### src/asf_pkg.sv
// package: offsets, bit positions, reset values and carrier types
package asf_pkg;
  localparam logic [7:0]  ASF_STATUS_OFS  = 8'h18;
  localparam logic [7:0]  ASF_CTRL_OFS    = 8'h1c;
  localparam logic [7:0]  ASF_CLRACQ_OFS  = 8'h20;
  localparam logic [7:0]  ASF_CLRTCA_OFS  = 8'h22;
  localparam logic [7:0]  ASF_CLRTCB_OFS  = 8'h24;
  localparam logic [7:0]  ASF_CLRTMR_OFS  = 8'h26;
  localparam logic [7:0]  ASF_START_OFS   = 8'h28;
  localparam int          ASF_BIT_DONE    = 15;
  localparam int          ASF_BIT_ACTIVE  = 14;
  localparam int          ASF_BIT_HALF_N  = 13;
  localparam int          ASF_BIT_NONEMPTY = 12;
  localparam int          ASF_BIT_TCA     = 11;
  localparam int          ASF_BIT_TCB     = 10;
  localparam int          ASF_BIT_OVFL    = 9;
  localparam int          ASF_BIT_OVRN    = 8;
  localparam int          ASF_BIT_TMR     = 7;
  localparam int          ASF_BIT_OSEQ    = 6;
  localparam int          ASF_BIT_ONF     = 5;
  localparam int          ASF_FIFO_DEPTH  = 512;
  localparam int          ASF_HALF_LEVEL  = 256;
  localparam logic [15:0] ASF_DATA_RESET  = 16'h0000;
  // control register fields
  localparam int          ASF_CTL_REQEN   = 0;
  localparam int          ASF_CTL_HALFREQ = 1;
  localparam int          ASF_CTL_TMRINT  = 2;
  localparam int          ASF_CTL_TMRDMA  = 3;

  typedef struct packed {
    logic       rd;
    logic       wr;
    logic [7:0] addr;
    logic [15:0] wdata;
  } asf_bus_type;

  typedef struct packed {
    logic convDone;
    logic convStart;
    logic convBusy;
    logic tcA;
    logic tcB;
    logic outFifoNotFull;
    logic timerPulse_n;
    logic outConvWrite;
    logic outSeqDone;
  } asf_event_type;
endpackage : asf_pkg

### src/asf_conv_fifo_level.sv
// conversion fifo occupancy counter with full and empty flags
`timescale 1ns/1ns
module asf_conv_fifo_level #(
  parameter int DEPTH = 512
) (
  // clock and reset
  input  wire logic                   clock,
  input  wire logic                   sys_rst,
  // events
  input  wire logic                   push,
  input  wire logic                   pop,
  // level
  output logic [$clog2(DEPTH+1)-1:0]  level,
  output logic                        full,
  output logic                        empty
);
  import asf_pkg::*;
  localparam int LW = $clog2(DEPTH+1);
  typedef struct packed {logic [LW-1:0] cnt;} asf_lv_type;
  asf_lv_type state_reg;
  asf_lv_type state_next;
  logic doPush;
  logic doPop;
  always_comb begin
    state_next = state_reg;
    // a pop in the same cycle makes room for the push
    doPush = push && ((state_reg.cnt != LW'(DEPTH)) || pop);
    doPop  = pop && (state_reg.cnt != '0);
    if (doPush && !doPop) begin
      state_next.cnt = state_reg.cnt + 1'b1;
    end else if (doPop && !doPush) begin
      state_next.cnt = state_reg.cnt - 1'b1;
    end
  end
  always_ff @(posedge clock) begin
    if (sys_rst) begin
      state_reg <= '0;
    end else begin
      state_reg <= state_next;
    end
  end
  assign level = state_reg.cnt;
  assign full  = (state_reg.cnt == LW'(DEPTH));
  assign empty = (state_reg.cnt == '0);
  a_level_bound: assert property (@(posedge clock) disable iff (sys_rst)
    state_reg.cnt <= LW'(DEPTH)) else $error("fifo level beyond depth");
endmodule : asf_conv_fifo_level

### src/asf_status.sv
// acquisition status word with sticky flags and clear strobes
//
// Overview of operation
// status word read-only at offset 0x18
// bit 15 follows acquisition termination
// done plus enable keeps requests until empty
// done clears only by acquisition clear strobe
// bit 14 high while acquisition runs
// bit 13 low when 256 or more held
// software drains fifo to clear half-full
// bit 12 high when data held, no request empty
// bit 11 sticky on channel A terminal count
// bit 10 sticky on channel B terminal count
// bit 9 set when full fifo loses data
// overflow stops acquisition, cleared by strobe
// bit 8 set on conversion start while busy
// overrun stops acquisition, cleared by strobe
// bit 7 on output room or timer pulse; the code counts the timer pulse only with ASF_CTL_TMRINT set
// timer request raised only in selected mode
// dma mode: output write clears timer request
// software clears timer request by strobe
// bit 6 output sequence done, clear while running
// bit 5 high when output fifo not full
// reads have no side effects, coherent snapshot
`timescale 1ns/1ns
module asf_status #(
  parameter int DEPTH = 512
) (
  // clock and reset
  input  wire logic                  clock,
  input  wire logic                  sys_rst,
  // register port
  input  wire asf_pkg::asf_bus_type  bus,
  output logic [15:0]                rdData,
  // board events
  input  wire asf_pkg::asf_event_type ev,
  input  wire logic                  fifoRead,
  // requests and running state
  output logic                       convRequest,
  output logic                       timerRequest,
  output logic                       acqRunning
);
  import asf_pkg::*;
  localparam int LW = $clog2(DEPTH+1);

  typedef struct packed {
    logic [15:0] rd;
    logic [3:0]  ctrl;
    logic        active;
    logic        seqRun;
    logic        convReq;
    logic        update_timer_request;
    logic        running;
  } asf_state_type;

  asf_state_type state_reg;
  asf_state_type state_next;
  logic [LW-1:0] level;
  logic          full;
  logic          empty;
  logic          done, tca, tcb, ovfl, ovrn, tmr, oseq;
  logic          wrHit;
  logic          clrAcq, clrTca, clrTcb, clrTmr, startAcq;
  logic          ovflEv, ovrnEv, tmrSet, tmrClr, stopEv;
  logic [15:0]   word;

  assign wrHit    = bus.wr;
  assign clrAcq   = wrHit && bus.addr == ASF_CLRACQ_OFS;
  assign clrTca   = wrHit && bus.addr == ASF_CLRTCA_OFS;
  assign clrTcb   = wrHit && bus.addr == ASF_CLRTCB_OFS;
  assign clrTmr   = wrHit && bus.addr == ASF_CLRTMR_OFS;
  assign startAcq = wrHit && bus.addr == ASF_START_OFS;

  asf_conv_fifo_level #(.DEPTH(DEPTH)) uLevel (
    .clock   (clock),
    .sys_rst (sys_rst),
    .push    (ev.convDone),
    .pop     (fifoRead),
    .level   (level),
    .full    (full),
    .empty   (empty)
  );

  assign ovflEv = ev.convDone && full && !fifoRead;
  assign ovrnEv = ev.convStart && ev.convBusy;
  assign stopEv = state_reg.active && (ovflEv || ovrnEv);

  assign tmrSet = ev.outFifoNotFull ||
                  (state_reg.ctrl[ASF_CTL_TMRINT] && !ev.timerPulse_n);
  assign tmrClr = clrTmr ||
                  (state_reg.ctrl[ASF_CTL_TMRDMA] && ev.outConvWrite);

  asf_sticky_bit uDone (.clock(clock), .sys_rst(sys_rst),
    .setIn(stopEv), .clrIn(clrAcq), .flag(done));
  asf_sticky_bit uOvfl (.clock(clock), .sys_rst(sys_rst),
    .setIn(ovflEv), .clrIn(clrAcq), .flag(ovfl));
  asf_sticky_bit uOvrn (.clock(clock), .sys_rst(sys_rst),
    .setIn(ovrnEv), .clrIn(clrAcq), .flag(ovrn));
  asf_sticky_bit uTca (.clock(clock), .sys_rst(sys_rst),
    .setIn(ev.tcA), .clrIn(clrTca), .flag(tca));
  asf_sticky_bit uTcb (.clock(clock), .sys_rst(sys_rst),
    .setIn(ev.tcB), .clrIn(clrTcb), .flag(tcb));
  asf_sticky_bit uTmr (.clock(clock), .sys_rst(sys_rst),
    .setIn(tmrSet), .clrIn(tmrClr), .flag(tmr));
  asf_sticky_bit uOseq (.clock(clock), .sys_rst(sys_rst),
    .setIn(ev.outSeqDone), .clrIn(ev.outConvWrite),
    .flag(oseq));

  always_comb begin
    word = ASF_DATA_RESET;
    word[ASF_BIT_DONE]     = done;
    word[ASF_BIT_ACTIVE]   = state_reg.active;
    word[ASF_BIT_HALF_N]   = (level < LW'(ASF_HALF_LEVEL));
    word[ASF_BIT_NONEMPTY] = !empty;
    word[ASF_BIT_TCA]      = tca;
    word[ASF_BIT_TCB]      = tcb;
    word[ASF_BIT_OVFL]     = ovfl;
    word[ASF_BIT_OVRN]     = ovrn;
    word[ASF_BIT_TMR]      = tmr;
    word[ASF_BIT_OSEQ]     = oseq && !state_reg.seqRun;
    word[ASF_BIT_ONF]      = ev.outFifoNotFull;
  end

  always_comb begin
    state_next = state_reg;
    state_next.rd = 16'h0000;
    if (bus.rd) begin
      unique case (bus.addr)
        ASF_STATUS_OFS: state_next.rd = word;
        ASF_CTRL_OFS:   state_next.rd = {12'h000, state_reg.ctrl};
        default:        state_next.rd = 16'h0000;
      endcase
    end
    if (wrHit && bus.addr == ASF_CTRL_OFS) begin
      state_next.ctrl = bus.wdata[3:0];
    end
    if (startAcq) begin
      state_next.active = 1'b1;
    end else if (stopEv) begin
      state_next.active = 1'b0;
    end
    if (ev.outSeqDone) begin
      state_next.seqRun = 1'b0;
    end else if (ev.outConvWrite) begin
      state_next.seqRun = 1'b1;
    end

    if (empty || !state_reg.ctrl[ASF_CTL_REQEN]) begin
      state_next.convReq = 1'b0;
    end else if (done) begin
      state_next.convReq = 1'b1;
    end else if (state_reg.ctrl[ASF_CTL_HALFREQ]) begin
      state_next.convReq = state_reg.convReq ||
                           level >= LW'(ASF_HALF_LEVEL);
    end else begin
      state_next.convReq = 1'b1;
    end

    state_next.update_timer_request = tmr && (state_reg.ctrl[ASF_CTL_TMRINT] ||
                                state_reg.ctrl[ASF_CTL_TMRDMA]);
    state_next.running = state_next.active;
  end

  always_ff @(posedge clock) begin
    if (sys_rst) begin
      state_reg <= '0;
    end else begin
      state_reg <= state_next;
    end
  end

  assign rdData       = state_reg.rd;
  assign convRequest  = state_reg.convReq;
  assign timerRequest = state_reg.update_timer_request;
  assign acqRunning   = state_reg.running;

  a_read_status: assert property (@(posedge clock) disable iff (sys_rst)
    bus.rd && bus.addr == ASF_STATUS_OFS |=> rdData == $past(word))
    else $error("status read mismatch");
  a_done_hold: assert property (@(posedge clock) disable iff (sys_rst)
    done && !clrAcq |=> done) else $error("done dropped");
  a_empty_noreq: assert property (@(posedge clock) disable iff (sys_rst)
    empty |=> !convRequest) else $error("request while empty");
  a_stop_on_err: assert property (@(posedge clock) disable iff (sys_rst)
    stopEv && !startAcq |=> !state_reg.active ##0 done)
    else $error("error did not stop acquisition");
  a_tca_sticky: assert property (@(posedge clock) disable iff (sys_rst)
    ev.tcA |=> tca ##1 (tca || $past(clrTca)))
    else $error("channel A flag lost");
  a_tcb_sticky: assert property (@(posedge clock) disable iff (sys_rst)
    tcb && !clrTcb |=> tcb) else $error("channel B flag lost");
  a_tmr_mode: assert property (@(posedge clock) disable iff (sys_rst)
    timerRequest |-> $past(state_reg.ctrl[ASF_CTL_TMRINT] ||
                           state_reg.ctrl[ASF_CTL_TMRDMA]))
    else $error("timer request outside mode");
  a_ovrn_set: assert property (@(posedge clock) disable iff (sys_rst)
    ovrnEv |=> ovrn) else $error("overrun missed");
  a_half_flag: assert property (@(posedge clock) disable iff (sys_rst)
    bus.rd && bus.addr == ASF_STATUS_OFS && level >= LW'(ASF_HALF_LEVEL)
    |=> !rdData[ASF_BIT_HALF_N])
    else $error("half flag wrong");
  c_clean_done: cover property (@(posedge clock) done && !ovfl && !ovrn);
  c_overflow: cover property (@(posedge clock) ovflEv);
  c_timer: cover property (@(posedge clock) timerRequest);
  c_drain: cover property (@(posedge clock) convRequest ##1 !convRequest);
endmodule : asf_status

### src/asf_sticky_bit.sv
// sticky flag: set wins over clear
`timescale 1ns/1ns
module asf_sticky_bit (
  // clock and reset
  input  wire logic clock,
  input  wire logic sys_rst,
  // control
  input  wire logic setIn,
  input  wire logic clrIn,
  // flag
  output logic      flag
);
  import asf_pkg::*;
  typedef struct packed {logic f;} asf_sb_type;
  asf_sb_type state_reg;
  asf_sb_type state_next;
  always_comb begin
    state_next = state_reg;
    if (clrIn) begin
      state_next.f = 1'b0;
    end
    if (setIn) begin
      state_next.f = 1'b1;
    end
  end
  always_ff @(posedge clock) begin
    if (sys_rst) begin
      state_reg <= '0;
    end else begin
      state_reg <= state_next;
    end
  end
  assign flag = state_reg.f;
  a_sticky_set_wins: assert property (@(posedge clock) disable iff (sys_rst)
    setIn |=> flag) else $error("sticky flag missed a set");
endmodule : asf_sticky_bit

### config.mk
export PLATFORM = sky130hd
export DESIGN_NAME = asf_status
export DESIGN_NICKNAME = d
export VERILOG_FILES = /design/src/asf_pkg.sv /design/src/asf_conv_fifo_level.sv /design/src/asf_status.sv /design/src/asf_sticky_bit.sv
export SDC_FILE = /design/constraint.sdc
export NUM_CORES = 1
export LEC_CHECK = 0
export BUFFER_PORTS_ARGS = -buffer_cell sky130_fd_sc_hd__buf_2
export CELL_PAD_IN_SITES_DETAIL_PLACEMENT = 1
export CELL_PAD_IN_SITES_GLOBAL_PLACEMENT = 1
export CORE_UTILIZATION = 39
export CTS_CLUSTER_DIAMETER = 30
export DETAILED_ROUTE_END_ITERATION = 6
export GPL_TIMING_DRIVEN = 0
export MAX_ROUTING_LAYER = met4
export PLACE_DENSITY_LB_ADDON = 0.08
export SLEW_MARGIN = 20
export SYNTH_ARGS = -nofsm -noshare
export SYNTH_HDL_FRONTEND = slang
export SYNTH_HIERARCHICAL = 1
export SYNTH_SLANG_ARGS = --single-unit
export TNS_END_PERCENT = 5
### constraint.sdc
create_clock -name clock -period 3.65 [get_ports clock]
set_clock_uncertainty 0.2 [all_clocks]
set_input_delay 0.5475 -clock clock [delete_from_list [all_inputs] [get_ports clock]]
set_output_delay 0.5475 -clock clock [all_outputs]
set_load 0.03 [all_outputs]
==> results of run 1 <==
-- layer usage --
layer  global-route usage [%]  wire length, µm  vias up
met5                        -                0        -
met4                     6.92               61        0
met3                     3.23              213        5
met2                     29.4             2260       43
met1                     25.8             2500      866
li1                         -                -      914
-- metrics by stage --
step	std cells	util [%]
after floorplan	238	-
after global placement	351	47.1
after detailed placement	351	47.1
after CTS	359	49.3
after global routing	362	49.8
final	362	49.8
-- cell usage in the layout (no fill, tap or decap), types with 6 or more instances in the layout --
cell type and count:
nand3_1 6, buf_2 44, a21oi_2 7, o21ai_0 6, nor3_1 6, ha_1 9
inv_1 16, buf_4 19, nand2_1 16, nand2b_1 15, and2_2 7, and2_1 6
a21oi_1 12, dfxtp_1 40, nor2_1 9
-- cells in the mapped netlist (2+ instances only) --
cell,instances
o31a_1,2
nor2_1,9
mux2i_1,5
a21boi_0,2
xnor2_1,2
ha_1,9
a21oi_2,7
nand3_1,6
nand2_1,16
a21oi_1,12
nor4_1,5
and2_1,6
and2_2,7
nand4_1,2
buf_4,16
nor3b_1,5
nor3_1,6
a211oi_1,2
nand2b_1,15
a21o_1,4
dfxtp_1,40
and3_1,4
inv_1,17
nor2b_1,3
clkbuf_1,4
o21ai_0,6
-- final timing paths --
path	start	depth (start not counted)	slack, ns	to
setup / recovery	uLevel/level[1]	11	0.29	uLevel/level[7]
hold reg to reg	state_reg[5]	1	0.26	rdData[0]
setup reg to reg	uLevel/level[1]	11	0.29	uLevel/level[7]
hold / removal	ev[0]	2	0.22	state_reg[3]
-- area by class of cell --
type	count	area (µm²)	share of cell area [%]
Buffer	22	151	5.84
Clock buffer	5	68.8	2.65
Clock inverter	3	46.3	1.78
Inverter	17	67.6	2.60
Multi-Input combinational cell	159	1130	43.7
Sequential cell	40	801	30.9
Tap cell	70	87.6	3.38
Timing Repair Buffer	46	238	9.17
-- power groups by stage --
stage          combinational (mW)  clock (mW)  sequential, mW
3_3_place_gp                0.526           0           0.533
2_1_floorplan               0.421           0           0.519
3_5_place_dp                0.539           0           0.534
5_1_grt                     0.626       0.409           0.531
6_report                    0.555       0.377           0.524
4_1_cts                     0.544       0.390           0.523
-- logic make-up after synthesis --
| group | Yosys count |
|---|---|
| buffers and inverters | 39 |
| AO/OA/AOI/OAI | 45 |
| adder cells (fa/ha/maj) | 10 |
| AND/OR/NAND/NOR | 95 |
| XOR/XNOR | 3 |
| other | 1 |
| multiplexers | 5 |
| flip-flops | 40 |
-- worst max-delay path: stages (launching register included) --
cell and delay [ns]:
dfxtp_1 0.36, nor4_1 0.31, nand3_1 0.19, o21ai_0 0.21, ha_1 0.30, clkinvlp_4 0.19
ha_1 0.37, and2_4 0.18, a221oi_2 0.37, a21o_1 0.21, a2111oi_2 0.07, a311o_1 0.29
-- what timing repair did --
| action | CTS | global route |
|---|---|---|
| buffers inserted | 0 | 3 |
| resized for setup | 0 | 1 |
| endpoints found under the setup margin | 0 | 1 |
==> key figures, run 1 <==
Timing
  – Slew Limit Fails: 0
  – Tmin final: 3.36 ns
  – RSZ-0062 raised after global routing: false
  – Relative slew slack: approximately two thirds
  – Max Clk Rate: approximately 0.30 GHz
  – Setup TNS Final: 0 ns
  – Period utilization: between 90 and 100%
  – Setup slack after layout: ~0.3 ns
  – Worst hold margin: 0.217 ns
  – Fin. Hold Viols: 0
  – Final setup vio count: 0
  – Worst slew pin tran: approximately 0.53 ns

Final layout
  – Fill cells: around 640
  – Layout cells sized above 1: between 30% and 40%
  – Largest register FFs: 15
  – P&R area growth vs syn: 20.7%
  – Post-route cell area: 2590 µm²
  – Nets: 339
  – Ant diodes: 0

Critical path
  – Worst-path fanout max: 6
  – CP startpoint kind: flip-flop
  – Critical Path RT: between 3 and 4 ns
  – Crit path capture type: flip-flop
  – Crit path DAT: about 3.3 ns
  – WS Path Type: reg2reg

Logic synthesis
  – Synthesized area per cell: approximately 9 µm²
  – Sequential area share after synthesis: a little under two fifths
  – Largest cells by area after synthesis: dfxtp_1, buf_4, ha_1
  – Yosys top cell by area: dfxtp_1
  – Synth warn: 6
  – Synth Flop Type: dfxtp_1
  – EDFF count, synth: 0
  – Gate Count Post-Synth: between 200 and 250
  – Yosys top cell area share: 37.3%
  – Adder-cell area share of the yosys netlist: approximately 6%
  – Largest family of logic cells by synthesized area: simple AND/OR/NAND/NOR gates
  – XOR/XNOR share of the synthesized area: roughly 1.2%
  – Synthesized net count: about 290
  – Post-synthesis simple-gate area fraction: ~28%
  – Post-synthesis mux area share: 2.33%
  – Post-synthesis register bit count: 40
  – Compound-gate portion of the synthesized area: about 15%
  – FFs w/ async S/R, synth: 0%
  – Synth Cell Area: 2150 µm²
  – Cell variety after synth: 52

Power
  – Leakage: roughly 1.2 nW
  – Tot Pwr: about 1.5 mW
  – Reg power frac: 36.0%
  – Clock power frac: between 20% and 30%
  – VDD IR-drop max: approximately 0.18 mV
  – P_sw: 540 µW
  – Switching Share: between 30% and 40%
  – Comb power frac: between 30% and 40%
  – Int Pwr: 916 µW
  – Cell Pwr Density: 561 nW/µm²

Status
  – Status: completed

CTS
  – Clock Tree Buf Depth: 2
  – CTS buffer count: 5
  – Hold Buf Count CTS: 0
  – Htree depth: 2
  – Worst skew pair latency: 0.30 ns
  – Root Driver: clkbuf_8
  – Clock transition at path regs: 0.09 ns
  – CTS tree: built
  – TritonCTS Sinks: 40

Placement
  – Place WS: 0.161 ns
  – PortBufs: 43
  – Routability cong.: 0.758
  – DP HPWL: about 3800 µm
  – Placement Cell Area: 2450 µm²

Floorplanning
  – Core area: 5200 µm²
  – # IOs: 57
  – Chip width: between 70 and 80 µm
  – # rows: 26
  – Die Ht: about 76 µm
  – Starting Density: approximately 41%
  – Die area: ~5800 µm²

GRT
  – Vias in the first global route: about 1,800
  – Initial antenna violation count: 0
  – Largest net degree at the start of global routing: 16
  – First-pass GRT wire length: slightly below 9000 µm
  – Grt total ovfl: 0
  – Total Routing Usage GR: around 19%

Routing
  – Pre-Repair DR Iteration Count: 4
  – Post-DRT Antenna Nets: 0
  – Per-cell routed wire length: approximately 14 µm
  – DRC: 0
  – Drt via density: 5.05
  – Routed Wire Length: slightly above 5000 µm
  – Routed vias: 1,828
  – First DRT Iteration DRCs: 54

Min path
  – Worst Hold Class: in2reg

Run
  – Maxcap violations: 0
Note: power is estimated with default switching activity, not from simulation.
==> run 2: changes to the inputs <==
--- a/config.mk
+++ b/config.mk
@@ -5,10 +5,11 @@
 export SDC_FILE = /design/constraint.sdc
 export NUM_CORES = 1
 export LEC_CHECK = 0
+export ABC_AREA = 1
 export BUFFER_PORTS_ARGS = -buffer_cell sky130_fd_sc_hd__buf_2
 export CELL_PAD_IN_SITES_DETAIL_PLACEMENT = 1
 export CELL_PAD_IN_SITES_GLOBAL_PLACEMENT = 1
-export CORE_UTILIZATION = 39
+export CORE_UTILIZATION = 37
 export CTS_CLUSTER_DIAMETER = 30
 export DETAILED_ROUTE_END_ITERATION = 6
 export GPL_TIMING_DRIVEN = 0
==> run 2 against run 1 <==
Net effect:
- highest routed layer unchanged
- critical path depth up 6
- final cell count rose by 28%
- flip-flop and latch count unchanged
==> key figures, run 2 <==
Final layout
  – Commonest non-fill, non-tap cell in the layout: inv_1 (was buf_2)
  – Post-route cell area: 2760 µm² (was 2590 µm²)
  – Register area: 801 µm² (unchanged)
  – Core Util, Final: 45.8% (was 49.8%)
  – Most frequent cells in the layout: inv_1, nand2_1, buf_2, dfxtp_1, nor2_1 (was buf_2, dfxtp_1, buf_4, nand2_1, inv_1)
  – Finished Layout Cells: 464 (was 362)
  – P&R area growth vs syn: 17.9% (was 20.7%)
  – Largest register FFs: 15 (unchanged)
  – Nets: 436 (was 339)
  – Ant diodes: 0 (unchanged)
  – Fill cells: 824 (was 643)
  – Multi-input gate area: 1040 µm² (was 1130 µm²)
  – Layout cells sized above 1: 25.4% (was 33.6%)

Routing
  – First DRT Iteration DRCs: 38 (was 54)
  – Routed vias: 2,078 (was 1,828)
  – Drt via density: 4.48 (was 5.05)
  – Routed Wire Length: 5230 µm (was 5030 µm)
  – Post-DRT Antenna Nets: 0 (unchanged)
  – Met2 Wirelength: 2320 µm (was 2260 µm)
  – Top layer reached by signal wires: met4 (unchanged)
  – Met3 WL post-DR: 185 µm (was 213 µm)
  – DRC: 0 (unchanged)
  – Metal-1 WL: 2680 µm (was 2500 µm)
  – Per-cell routed wire length: 11.3 µm (was 13.9 µm)
  – Pre-Repair DR Iteration Count: 4 (unchanged)

Logic synthesis
  – Post-synthesis register bit count: 40 (unchanged)
  – Synth Cell Area: 2340 µm² (was 2150 µm²)
  – FFs w/ async S/R, synth: 0% (unchanged)
  – Largest cells by area after synthesis: dfxtp_1, inv_1, nand2_1 (was dfxtp_1, buf_4, ha_1)
  – EDFF count, synth: 0 (unchanged)
  – Cell variety after synth: 32 (was 52)
  – Synth Flop Type: dfxtp_1 (unchanged)
  – Yosys top cell by area: dfxtp_1 (unchanged)
  – Most frequent cells after synthesis: inv_1, nand2_1, dfxtp_1, nor2_1, nand3_1 (was dfxtp_1, inv_1, buf_4, nand2_1, nand2b_1)
  – Gate Count Post-Synth: 339 (was 238)
  – Yosys top cell area share: 34.2% (was 37.3%)
  – Synthesized area per cell: 6.91 µm² (was 9.03 µm²)
  – Count leader, synth: inv_1 (was dfxtp_1)
  – Synthesized net count: 387 (was 286)
  – Sequential area share after synthesis: 34.2% (was 37.3%)
  – Synth warn: 6 (unchanged)

Timing
  – Tmin final: 3.00 ns (was 3.36 ns)
  – Period utilization: 82.2% (was 91.9%)
  – Fin. Hold Viols: 0 (unchanged)
  – Slew Limit Fails: 0 (unchanged)
  – Setup TNS Final: 0 ns (unchanged)
  – Setup slack after layout: 0.649 ns (was 0.295 ns)
  – RSZ-0062 raised after global routing: false (unchanged)
  – Final setup vio count: 0 (unchanged)
  – Max Clk Rate: 0.333 GHz (was 0.298 GHz)

Critical path
  – Crit path DAT: 3.01 ns (was 3.34 ns)
  – Worst-path fanout max: 8 (was 6)
  – Crit-path cells: inv_1 -> nand4_1 -> nor4_1 -> nand3_1 -> nand2_1 -> inv_1 -> ha_1 -> inv_1 -> ha_1 -> a21oi_2 -> nor2_1 -> nor2_1 -> nand2_1 -> nand2_1 -> nand3_1 -> nand2_1 -> inv_1 (was nor4_1 -> nand3_1 -> o21ai_0 -> ha_1 -> clkinvlp_4 -> ha_1 -> and2_4 -> a221oi_2 -> a21o_1 -> a2111oi_2 -> a311o_1)
  – CP startpoint kind: flip-flop (unchanged)
  – Crit path capture type: flip-flop (unchanged)
  – WS Path Type: reg2reg (unchanged)
  – CP max-delay cell: dfxtp_1 (was ha_1)
  – CP max stage delay: 0.35 ns (was 0.37 ns)
  – Critical Path RT: 3.65 ns (was 3.64 ns)

GRT
  – Grt total ovfl: 0 (unchanged)
  – Initial antenna violation count: 0 (unchanged)
  – First-pass GRT wire length: 8810 µm (was 8650 µm)
  – Vias in the first global route: 1,999 (was 1,792)
  – Largest net degree at the start of global routing: 15 (was 16)
  – Total Routing Usage GR: 17.8% (was 19.3%)

CTS
  – TritonCTS Sinks: 40 (unchanged)
  – CTS tree: built (unchanged)
  – Clock Tree Buf Depth: 2 (unchanged)
  – Hold Buf Count CTS: 0 (unchanged)
  – Clock transition at path regs: 0.09 ns (about the same)
  – Setup Fix Bufs, Post-CTS: 0 (unchanged)
  – Htree depth: 2 (unchanged)
  – Worst skew pair latency: 0.30 ns (about the same)
  – Root Driver: clkbuf_8 (unchanged)
  – CTS buffer count: 5 (unchanged)
  – # resized after CTS: 0 (unchanged)

Placement
  – Place WS: 0.601 ns (was 0.161 ns)
  – DP HPWL: 4250 µm (was 3820 µm)
  – Placement Cell Area: 2650 µm² (was 2450 µm²)
  – Routability cong.: 0.807 (was 0.758)
  – PortBufs: 42 (was 43)
  – # placed instances: 456 (was 351)

Floorplanning
  – # rows: 28 (was 26)
  – Die Ht: 81.6 µm (was 76.2 µm)
  – Core area: 6030 µm² (was 5200 µm²)
  – Chip width: 81.6 µm (was 76.2 µm)
  – Starting Density: 38.9% (was 41.3%)
  – Die area: 6660 µm² (was 5810 µm²)
  – # IOs: 57 (unchanged)

Power
  – VDD IR-drop max: 0.222 mV (was 0.180 mV)
  – Cell Pwr Density: 569 nW/µm² (was 561 nW/µm²)
  – Leakage: 1.50 nW (was 1.17 nW)

Min path
  – Worst Hold Class: in2reg (unchanged)

Status
  – Status: completed (unchanged)

Run
  – Maxcap violations: 0 (unchanged)
[run 2: path summary, 6_finish.rpt]
kind                                 startpoint         endpoint  slack (ns)  depth (start not counted)
worst max-delay path            uLevel/level[0]  uLevel/level[7]        0.65                         17
worst min-delay path                      ev[0]     state_reg[3]        0.21                          2
worst max register to register  uLevel/level[0]  uLevel/level[7]        0.65                         17
worst min register to register        uTcb/flag       rdData[10]        0.24                          2
[run 2: critical path: cells and delay by family (launching register included)]
family                     cells  cell delay (ns)
buffers and inverters          4             0.47
AOI/OAI and AO/OA              1             0.22
adders and majority gates      2             0.60
DFF                            1             0.35
and+or+nand+nor               10             1.08
[run 2: power breakdown]
group	leakage, nW	total [mW]	internal (mW)	switching, mW
registers	0.326	0.528	0.485	0.0435
clock network	0.0548	0.378	0.206	0.172
logic	1.12	0.666	0.255	0.411
[run 2: cell type report]
class                   count  share of cell area, %
repair buffers             42                   7.61
clock inverters             3                   1.68
well taps                  75                   3.40
plain buffers              21                   6.34
inverters                  86                   11.7
clock buffers               5                   2.49
flip-flops and latches     40                   29.0
multi-input cells         192                   37.8
[run 2: cells by family after synthesis]
| group | synth area share (%) |
|---|---|
| other cells | 0.160 |
| compound gates | 8.81 |
| flops | 34.2 |
| xor+xnor | 1.12 |
| fa+ha+maj | 5.66 |
| simple gates | 28.8 |
| buf+inv | 21.2 |
[run 2: metal layers]
| metal | vias up | track usage (%) |
|---|---|---|
| li1 | 1101 | - |
| met4 | 0 | 4.21 |
| met5 | - | - |
| met3 | 6 | 4.11 |
| met1 | 938 | 24.2 |
| met2 | 33 | 26.7 |
[run 2: through the flow]
step / hold slack [ns] / power, mW
2_1_floorplan: 0.219 / 1.05
3_3_place_gp: 0.231 / 1.19
3_5_place_dp: 0.238 / 1.21
4_1_cts: 0.198 / 1.59
5_1_grt: 0.187 / 1.72
6_report: 0.205 / 1.57
==> run 3: changes to the inputs <==
--- a/config.mk
+++ b/config.mk
@@ -9,7 +9,7 @@
 export BUFFER_PORTS_ARGS = -buffer_cell sky130_fd_sc_hd__buf_2
 export CELL_PAD_IN_SITES_DETAIL_PLACEMENT = 1
 export CELL_PAD_IN_SITES_GLOBAL_PLACEMENT = 1
-export CORE_UTILIZATION = 37
+export CORE_UTILIZATION = 34
 export CTS_CLUSTER_DIAMETER = 30
 export DETAILED_ROUTE_END_ITERATION = 6
 export GPL_TIMING_DRIVEN = 0
==> constraint.sdc (replaced) <==
create_clock -name clock -period 2.6 [get_ports clock]
set_clock_uncertainty 0.2 [all_clocks]
set_input_delay 0.39 -clock clock [delete_from_list [all_inputs] [get_ports clock]]
set_output_delay 0.39 -clock clock [all_outputs]
set_load 0.03 [all_outputs]
==> run 3 against run 2 <==
Net effect:
- the flow now finishes with violations (setup timing)
- final area rose by 8.6%
- setup slack worse by 0.72 ns
- combinational power grew 88%
- non-clock buffer count increased by 8
- critical path depth did not move
- worst hold slack got worse by 0.16 ns
- register-to-register slack worse by 0.72 ns
- die area grew 8.6%
- routed wire length is 10% higher
- maximum frequency increased by 12%
- critical path type unchanged
- critical endpoint is now uLevel/level[4]
- largest cell class unchanged
==> key figures, run 3 (same netlist as run 2, synthesis figures left out) <==
Status
  – Status: complete, but fails checks (was completed)
  – Failing checks: setup timing

CTS
  – Hold Buf Count CTS: 0 (unchanged)
  – Htree depth: 2 (unchanged)
  – Worst skew pair latency: 0.30 ns (about the same)
  – TritonCTS Sinks: 40 (unchanged)
  – Clock Tree Buf Depth: 2 (unchanged)
  – CTS tree: built (unchanged)
  – CTS buffer count: 5 (unchanged)
  – Clock transition at path regs: 0.09 ns (about the same)
  – Root Driver: clkbuf_8 (unchanged)

Routing
  – DRC: 0 (unchanged)
  – Pre-Repair DR Iteration Count: 4 (unchanged)
  – Routed Wire Length: 5760 µm (was 5230 µm)
  – Drt via density: 4.51 (was 4.48)
  – Per-cell routed wire length: 12.1 µm (was 11.3 µm)
  – Routed vias: 2,139 (was 2,078)
  – Post-DRT Antenna Nets: 0 (unchanged)
  – First DRT Iteration DRCs: 42 (was 38)

Timing
  – Setup TNS Final: -0.274 ns (was 0 ns)
  – Final setup vio count: 6 (was 0)
  – Slew Limit Fails: 0 (unchanged)
  – Max Clk Rate: 0.374 GHz (was 0.333 GHz)
  – Setup slack after layout: -0.0752 ns (was 0.649 ns)
  – RSZ-0062 raised after global routing: true (was false)
  – Worst hold margin: 0.0502 ns (was 0.205 ns)
  – Period utilization: 103% (was 82.2%)
  – Fin. Hold Viols: 0 (unchanged)
  – Tmin final: 2.68 ns (was 3.00 ns)

Final layout
  – Layout cells sized above 1: 34.8% (was 25.4%)
  – Post-route cell area: 3000 µm² (was 2760 µm²)
  – Most frequent cells in the layout: inv_1, nand2_1, buf_2, dfxtp_1, nor2_1 (unchanged)
  – Ant diodes: 0 (unchanged)
  – Finished Layout Cells: 474 (was 464)
  – P&R area growth vs syn: 28.0% (was 17.9%)
  – Largest register FFs: 15 (unchanged)
  – Commonest non-fill, non-tap cell in the layout: inv_1 (unchanged)
  – Nets: 444 (was 436)
  – Fill cells: 836 (was 824)

Floorplanning
  – Die Ht: 85.0 µm (was 81.6 µm)
  – # rows: 29 (was 28)
  – Chip width: 85.0 µm (was 81.6 µm)
  – Starting Density: 36.1% (was 38.9%)
  – Core area: 6490 µm² (was 6030 µm²)
  – # IOs: 57 (unchanged)
  – Die area: 7230 µm² (was 6660 µm²)

GRT
  – Largest net degree at the start of global routing: 15 (unchanged)
  – Grt total ovfl: 0 (unchanged)
  – Initial antenna violation count: 0 (unchanged)
  – Total Routing Usage GR: 18.0% (was 17.8%)
  – Vias in the first global route: 2,205 (was 1,999)
  – First-pass GRT wire length: 9870 µm (was 8810 µm)

Placement
  – DP HPWL: 4370 µm (was 4250 µm)
  – PortBufs: 42 (unchanged)
  – # placed instances: 458 (was 456)
  – Placement Cell Area: 2650 µm² (about the same)
  – Routability cong.: 0.774 (was 0.807)

Critical path
  – Worst-path fanout max: 3 (was 8)
  – WS Path Type: reg2reg (unchanged)
  – Crit path DAT: 2.73 ns (was 3.01 ns)
  – Critical Path RT: 2.65 ns (was 3.65 ns)
  – Crit path capture type: flip-flop (unchanged)
  – CP startpoint kind: flip-flop (unchanged)

Min path
  – Worst Hold Class: in2reg (unchanged)

Power
  – Cell Pwr Density: 847 nW/µm² (was 569 nW/µm²)
  – Leakage: 1.55 nW (was 1.50 nW)
  – VDD IR-drop max: 0.261 mV (was 0.222 mV)
  – Tot Pwr: 2.54 mW (was 1.57 mW)

Run
  – Maxcap violations: 0 (unchanged)
## run 3: routing by layer
layer | vias up | GRT usage (%) | wire, µm
li1 | 1115 | - | -
met1 | 984 | 22.7 | 2940
met2 | 38 | 29.4 | 2600
met3 | 2 | 3.02 | 182
met4 | 0 | 5.55 | 36
met5 | - | - | 0
## run 3: path summary, 6_finish.rpt
kind | from | endpoint | slack (ns) | cells past startpoint
worst max-delay path | uLevel/level[2] | uLevel/level[4] | -0.08 | 17
worst min-delay path | ev[0] | state_reg[3] | 0.05 | 2
worst max register to register | uLevel/level[2] | uLevel/level[4] | -0.08 | 17
worst min register to register | uTcb/flag | rdData[10] | 0.24 | 2
## run 3: report_power, final
group / internal [mW] / leakage [nW] / switching, mW / total [mW]
logic: 0.549 / 1.17 / 0.696 / 1.25
registers: 0.685 / 0.328 / 0.0788 / 0.764
clock network: 0.289 / 0.0548 / 0.242 / 0.531
## run 3: layout make-up
| type | count | area (µm²) | area share [%] |
|---|---|---|---|
| multi-input cells | 192 | 1200 | 40.1 |
| inverters | 86 | 330 | 11.0 |
| clock buffers | 5 | 68.8 | 2.29 |
| plain buffers | 21 | 175 | 5.84 |
| flip-flops and latches | 40 | 806 | 26.9 |
| clock inverters | 3 | 46.3 | 1.54 |
| repair buffers | 50 | 274 | 9.14 |
| well taps | 77 | 96.3 | 3.21 |
## run 3: what timing repair did
item / in CTS / in global routing
setup buffers: 7 / 1
endpoints found under the setup margin: 8 / 8
pin swaps: 10 / 14
gates resized for setup: 21 / 20
## run 3: stage by stage
| step | utilization [%] | worst slack (ns) |
|---|---|---|
| final | 46.2 | -0.0752 |
| after global routing | 46.2 | -0.291 |
| after CTS | 44.4 | -0.145 |
| after detailed placement | 40.8 | -0.421 |
| after global placement | 40.8 | -0.384 |
| after floorplan | - | 0.116 |
## run 3: critical path: stages (launching register included)
cell and delay, ns:
dfxtp_2 0.33, inv_1 0.06, nand4_1 0.19, nor4_1 0.23, nand3_1 0.11, nand2_1 0.09, inv_2 0.05, ha_4 0.18
buf_6 0.12, fa_2 0.35, inv_2 0.07, nand2_2 0.06, o21ai_4 0.18, inv_2 0.05, or2_0 0.19, nand3_1 0.08
nand2_1 0.05, inv_1 0.04
